--- src/hw/regvbus_pkg.sv ---
// Package with the register map, field positions and carrier types of the regulator and bus power block.
`default_nettype none
package regvbus_pkg;
   // ---------------------------------------------------------------
   // Register map
   // ---------------------------------------------------------------
   localparam logic [7:0] REGULATOR_VBUS_CONTROL_ADDR = 8'hc9;
   localparam logic [7:0] REGULATOR_VBUS_CONTROL_RST  = 8'h00;

   // ---------------------------------------------------------------
   // Field positions
   // ---------------------------------------------------------------
   localparam int unsigned REGULATOR_OFF_BIT     = 7;
   localparam int unsigned BUS_POWER_LEVEL_BIT   = 6;
   localparam int unsigned BUS_POWER_POL_BIT     = 5;
   localparam int unsigned LOW_POWER_SELECT_BIT  = 4;
   localparam logic [3:0]  RESERVED_READ_VALUE   = 4'h0;

   // Special function register access from the core, one cycle wide.
   typedef struct packed {
      logic [7:0] addr;
      logic       wr;
      logic       rd;
      logic [7:0] wdata;
   } sfr_req_t;
endpackage
`default_nettype wire

--- src/hw/regulator_vbus_control.sv ---
// Control and status register of the supply regulator with bus power detection.
`default_nettype none
// What this block does
// - Bit 7 of the control register turns the supply regulator off when set and keeps it on when clear.
// - Bit 4 selects normal regulator mode when clear and low-power suspend mode when set.
// - Bit 6 is read-only and returns the present synchronised level of the bus power input.
// - When enabled, the bus power interrupt is raised whenever the input level equals the polarity in bit 5.
// - The interrupt is a level with no pending flag and stays active while the input matches, one cycle behind the synchronised level.
// - When USB is a reset source, a system reset request is raised whenever the input matches the polarity.
// - The four low bits are reserved, read as zero, and software writes only zeros there.
module regulator_vbus_control
(
   input  wire logic                  clk_sys,
   input  wire logic                  arst_n,
   input  wire regvbus_pkg::sfr_req_t sfr_req,
   output logic [7:0]                 sfr_rdata,
   input  wire logic                  bus_power_pin,
   input  wire logic                  bus_power_irq_enable,
   input  wire logic                  usb_reset_source_enable,
   output logic                       regulator_off,
   output logic                       regulator_low_power,
   output logic                       bus_power_irq,
   output logic                       usb_reset_request
);
   import regvbus_pkg::*;

   logic       regulator_off_r;
   logic       low_power_r;
   logic       polarity_r;
   logic       pin_meta_r;
   logic       level_r;
   logic       irq_r;
   logic       reset_req_r;
   logic [7:0] rdata_r;
   logic       hit;
   logic       match;

   assign hit   = (sfr_req.addr == REGULATOR_VBUS_CONTROL_ADDR);
   assign match = (level_r == polarity_r);

   // ---------------------------------------------------------------
   // Bus power synchroniser
   // ---------------------------------------------------------------
   // The pin is asynchronous, so two flops guard against metastability.
   always_ff @(posedge clk_sys or negedge arst_n) begin
      if (!arst_n) begin
         pin_meta_r <= 1'b0;
         level_r    <= 1'b0;
      end else begin
         pin_meta_r <= bus_power_pin;
         level_r    <= pin_meta_r;
      end
   end

   // ---------------------------------------------------------------
   // Writable fields
   // ---------------------------------------------------------------
   // Bit 6 and the reserved bits have no storage, so writes to them vanish.
   // Regulator switch; a reset leaves the regulator on, so the core keeps its supply after any reset.
   always_ff @(posedge clk_sys or negedge arst_n) begin
      if (!arst_n) begin
         regulator_off_r <= REGULATOR_VBUS_CONTROL_RST[REGULATOR_OFF_BIT];
      end else if (sfr_req.wr && hit) begin
         regulator_off_r <= sfr_req.wdata[REGULATOR_OFF_BIT];
      end
   end

   // Detection polarity, shared by the interrupt and the reset request.
   // Changing it while enabled can give a one-cycle pulse; software should disable first.
   always_ff @(posedge clk_sys or negedge arst_n) begin
      if (!arst_n) begin
         polarity_r <= REGULATOR_VBUS_CONTROL_RST[BUS_POWER_POL_BIT];
      end else if (sfr_req.wr && hit) begin
         polarity_r <= sfr_req.wdata[BUS_POWER_POL_BIT];
      end
   end

   // Regulator mode; software sets it before suspend and clears it on resume.
   // Low-power mode trades response time for bias current, so it is never entered by hardware.
   always_ff @(posedge clk_sys or negedge arst_n) begin
      if (!arst_n) begin
         low_power_r <= REGULATOR_VBUS_CONTROL_RST[LOW_POWER_SELECT_BIT];
      end else if (sfr_req.wr && hit) begin
         low_power_r <= sfr_req.wdata[LOW_POWER_SELECT_BIT];
      end
   end

   // ---------------------------------------------------------------
   // Read path
   // ---------------------------------------------------------------
   // Read data is registered; an unaddressed cycle returns zero.
   always_ff @(posedge clk_sys or negedge arst_n) begin
      if (!arst_n) begin
         rdata_r <= 8'h00;
      end else if (sfr_req.rd && hit) begin
         rdata_r <= {regulator_off_r, level_r, polarity_r, low_power_r, RESERVED_READ_VALUE};
      end else begin
         rdata_r <= 8'h00;
      end
   end

   // ---------------------------------------------------------------
   // Interrupt and reset request
   // ---------------------------------------------------------------
   // No pending flag: both follow the match each cycle, so they drop as soon as it ends.
   // The interrupt lags the synchronised level by one cycle so that the output comes from a flop.
   always_ff @(posedge clk_sys or negedge arst_n) begin
      if (!arst_n) begin
         irq_r <= 1'b0;
      end else begin
         irq_r <= bus_power_irq_enable && match;
      end
   end

   // The reset request is a level as well; the reset logic outside decides how long to stretch it.
   always_ff @(posedge clk_sys or negedge arst_n) begin
      if (!arst_n) begin
         reset_req_r <= 1'b0;
      end else begin
         reset_req_r <= usb_reset_source_enable && match;
      end
   end

   assign sfr_rdata           = rdata_r;
   assign regulator_off       = regulator_off_r;
   assign regulator_low_power = low_power_r;
   assign bus_power_irq       = irq_r;
   assign usb_reset_request   = reset_req_r;
endmodule
`default_nettype wire

--- config.mk ---
export PLATFORM = sky130hd
export DESIGN_NAME = regulator_vbus_control
export DESIGN_NICKNAME = d
export VERILOG_FILES = /design/src/hw/regvbus_pkg.sv /design/src/hw/regulator_vbus_control.sv
export SDC_FILE = /design/constraint.sdc
export NUM_CORES = 1
export LEC_CHECK = 0
export BUFFER_PORTS_ARGS = -buffer_cell sky130_fd_sc_hd__clkbuf_2
export CORE_AREA = 8 8 45 47
export DETAILED_ROUTE_END_ITERATION = 10
export DIE_AREA = 0 0 53 55
export PLACE_DENSITY = 0.69
export SYNTH_ARGS = -nofsm -noshare
export SYNTH_HDL_FRONTEND = slang
export SYNTH_SLANG_ARGS = --single-unit
--- constraint.sdc ---
create_clock -name clk_sys -period 2.2 [get_ports clk_sys]
set_clock_uncertainty 0.2 [all_clocks]
set_input_delay 0.55 -clock clk_sys [delete_from_list [all_inputs] [get_ports clk_sys]]
set_output_delay 0.55 -clock clk_sys [all_outputs]
set_load 0.02 [all_outputs]
### Word level (Yosys, flattened, before mapping)

Cells that the tools add are included.

| storage, ports and cells | value |
|---|---|
| register bits after elaboration | 15 |
| bits of input ports | 23 |
| output and inout port bits | 12 |

| operators by class | value |
|---|---|
| equality and inequality tests | 2 |
| mux-type cells | 1 |
| reductions and logical operators | 4 |

Operators by type and width:

| operator | number |
|---|---|
| 8-bit equality test, second input constant | 1 |
| 8-bit two-way mux | 1 |
| 1-bit logical AND | 4 |
| 1-bit equality test | 1 |

### Longest topological paths before layout

| logic depth | value |
|---|---|
| depth after elaboration | 3 |
| mapped depth | 3 |
| depth with buffers taken out | 3 |

### Least setup slack after synthesis

No wires, ideal clock.

| path | value |
|---|---|
| kind | input-to-reg |
| start | in sfr_req[14] (netlist name) |
| end | reg low_power_r (netlist: regulator_low_power) |
| data required time | 1.872 ns |
| path slack | 0.637 ns |
| data arrival time | 1.236 ns |
| stages | 3 |
| library setup time | 0.128 ns |
| cells stage by stage | and4bb_1 nand3_2 mux2_1 |

| between the ends | value |
|---|---|
| cells in the longest elaborated chain, start to end | 2 |

RTL lines:

| element | RTL line | RTL |
|---|---|---|
| start: declaration | regulator_vbus_control.sv:15 | `input wire regvbus_pkg::sfr_req_t sfr_req,` |
| 8-bit equality test | regulator_vbus_control.sv:38 | `assign hit = (sfr_req.addr == REGULATOR_VBUS_CONTROL_ADDR);` |
| 1-bit logical AND | regulator_vbus_control.sv:83 | `end else if (sfr_req.wr && hit) begin` |
| end signal: assignment | regulator_vbus_control.sv:82 | `low_power_r <= REGULATOR_VBUS_CONTROL_RST[LOW_POWER_SELECT_BIT];` |
| end signal: assignment | regulator_vbus_control.sv:84 | `low_power_r <= sfr_req.wdata[LOW_POWER_SELECT_BIT];` |
| end: declaration | regulator_vbus_control.sv:28 | `logic low_power_r;` |

No other way between the ends.
A chain may end at the register's enable or synchronous reset.

### Worst setup path after layout

| path | value |
|---|---|
| start | reg low_power_r (netlist: regulator_low_power) |
| end | out regulator_low_power |

RTL lines:

| element | RTL line | RTL |
|---|---|---|
| end: declaration | regulator_vbus_control.sv:21 | `output logic regulator_low_power,` |

No word-level cell between the ends.

==> metrics.txt <==
outcome=finished, final reports clean; hold path cells=0; WP data arrival=0.81 ns; hold-fix buffers at CTS=1; Cells after DPL=74; initial antenna violation count=0; WL/cell=11.4 um; Crit Path Category=register to output pin; core area=1380 sq um; Synth Instances=34; DIE AREA=2920 sq um; Post-Layout Cell Count=79; PostCTS Resize Cnt=0; RSZ-0062 raised after global routing=no; Starting DRT DRC Count=1; Final Max Tran Viols=0; worst-path fanout max=3; slowest stage cell, crit path=dfrtp_1; vias=328; Hold Crit Class=register to register; pwr dens=639 nW/um^2; Vias/cell=4.15; WP depth=1; final setup TNS=0 ns; Layout Area Growth over Synthesis=37.5%; Sink Count=11; Die Width=53 um; ANT cells=0; DRC=0; Core Rows=14; max-cap violations=0; Distinct cells, synth=11; DRT antenna net count=0; Synthesis Warnings=0; maximum clock frequency=0.642 GHz; CP delay by family, top=flip-flops; IO buf count=25; Fill cells=143; Post-CTS Setup Inserts=0; Final period util=0.708; Crit path required time=1.45 ns; Ports=35; layout cells sized above 1=0.460; clock latency on the worst-skew pair=0.25 ns; largest net degree at the start of global routing=12; Finish-stage setup viols=0; sequential element share of the synthesized area=0.634; Vert. Die Dim=55 um; GRT overflow=0; Max clock buf depth=2; clock buffer count from CTS=3; Post-Route WL=901 um; layout net count=87; element type at the critical path end=output pin; Worst VDD drop=0.000199 V; first-pass GRT wire length=1460 um; CP max stage delay=0.39 ns; Final Hold Vio Count=0; Worst setup SP type=register; Post-Syn Area per Cell=12.8 sq um; Power Total=0.381 mW; H-tree levels=1; FF+latch count, synth=11; Crit path buffers/inverters=1; vias in the first global route=373; Mapped Area=434 sq um; Final Wtd Congestion=0.659; R2R cell count=2; clock transition at the registers of the reported paths=0.06 ns; root buffer cell=clkbuf_4; Total GRT Usage=0.0706; Detail Placement HPWL=811 um; Initial Util=0.314; CTS tree=built; Pre-Repair DR Iteration Count=3; crit path cell chain=clkbuf_2; P_leak=0.337 nW; fin crit period=1.56 ns
per-layer routing:
layer | vias to the layer above | global-route usage | wire length (um)
met4 | 0 | 0.0647 | 8
met1 | 148 | 0.0717 | 336
met3 | 2 | 0.0187 | 108
li1 | 158 | - | -
met5 | - | 0 | 0
met2 | 20 | 0.117 | 448
cells in the mapped netlist:
cell type / number / area (sq um)
and2_1: 2 / 12.5
and4bb_1: 2 / 25.0
buf_4: 4 / 30.0
conb_1: 1 / 3.75
dfrtp_1: 11 / 275
inv_1: 4 / 15.0
mux2_1: 3 / 33.8
nand3_1: 1 / 5.00
nand3_2: 1 / 10.0
nor2_1: 4 / 15.0
xnor2_1: 1 / 8.76
cells by family (layout without fill, tap and decap cells):
logic type	count (synthesis)	in the layout	share of synthesized area
mux	3	3	0.0778
other cells	1	4	0.00864
xor+xnor	1	1	0.0202
buf+inv	8	34	0.104
simple gates	10	10	0.156
flops	11	11	0.634
placed cells by master (no fill, tap or decap):
cell and instances:
nor2_1 4, and2_1 2, nand3_1 1, inv_1 4, dlygate4sd3_1 1, xnor2_1 1, clkbuf_1 1, mux2_1 3
conb_1 4, nand3_2 1, dfrtp_1 11, and4bb_1 2, clkbuf_4 3, clkbuf_2 25
flip-flops by register name, summed over array words and instances, names as in the netlist:
signal and cells:
regulator_low_power 1, level_r 1, polarity_r 1, pin_meta_r 1, bus_power_irq 1, usb_reset_request 1
sfr_rdata 4, regulator_off 1
final cells by class:
class / count / area, sq um / area share
timing repair buffer: 26 / 135 / 0.226
multi-input combinational: 18 / 125 / 0.210
sequential: 11 / 275 / 0.461
inverter: 4 / 15.0 / 0.0252
clock buffer: 4 / 26.3 / 0.0440
tap: 16 / 20.0 / 0.0335
worst paths after layout:
kind | from | to | slack, ns
worst max-delay path | regulator_low_power | regulator_low_power | 0.64
worst min-delay path | pin_meta_r | level_r | 0.16
worst max register to register | polarity_r | usb_reset_request | 1.18
worst min register to register | pin_meta_r | level_r | 0.16
max in group asynchronous | arst_n | sfr_rdata[5] | 1.09
min in group asynchronous | arst_n | bus_power_irq | 0.50
metrics by stage:
| stage | area, sq um | hold WS, ns | worst slack (ns) | util |
|---|---|---|---|---|
| 2_1_floorplan | 445 | 0.0544 | 0.637 | - |
| 3_3_place_gp | 561 | 0.141 | 0.500 | 0.405 |
| 3_5_place_dp | 561 | 0.143 | 0.479 | 0.405 |
| 4_1_cts | 597 | 0.158 | 0.624 | 0.431 |
| 5_1_grt | 597 | 0.178 | 0.596 | 0.431 |
| 6_report | 597 | 0.157 | 0.643 | 0.431 |
where the power goes:
group | switching [mW] | internal [mW] | total, mW | leakage [nW]
sequential | 0.00336 | 0.209 | 0.212 | 0.146
clock | 0.0572 | 0.0699 | 0.127 | 0.0150
combinational | 0.0227 | 0.0197 | 0.0424 | 0.176
total | 0.0832 | 0.298 | 0.381 | 0.337
Power figures use the tool's default switching activity.
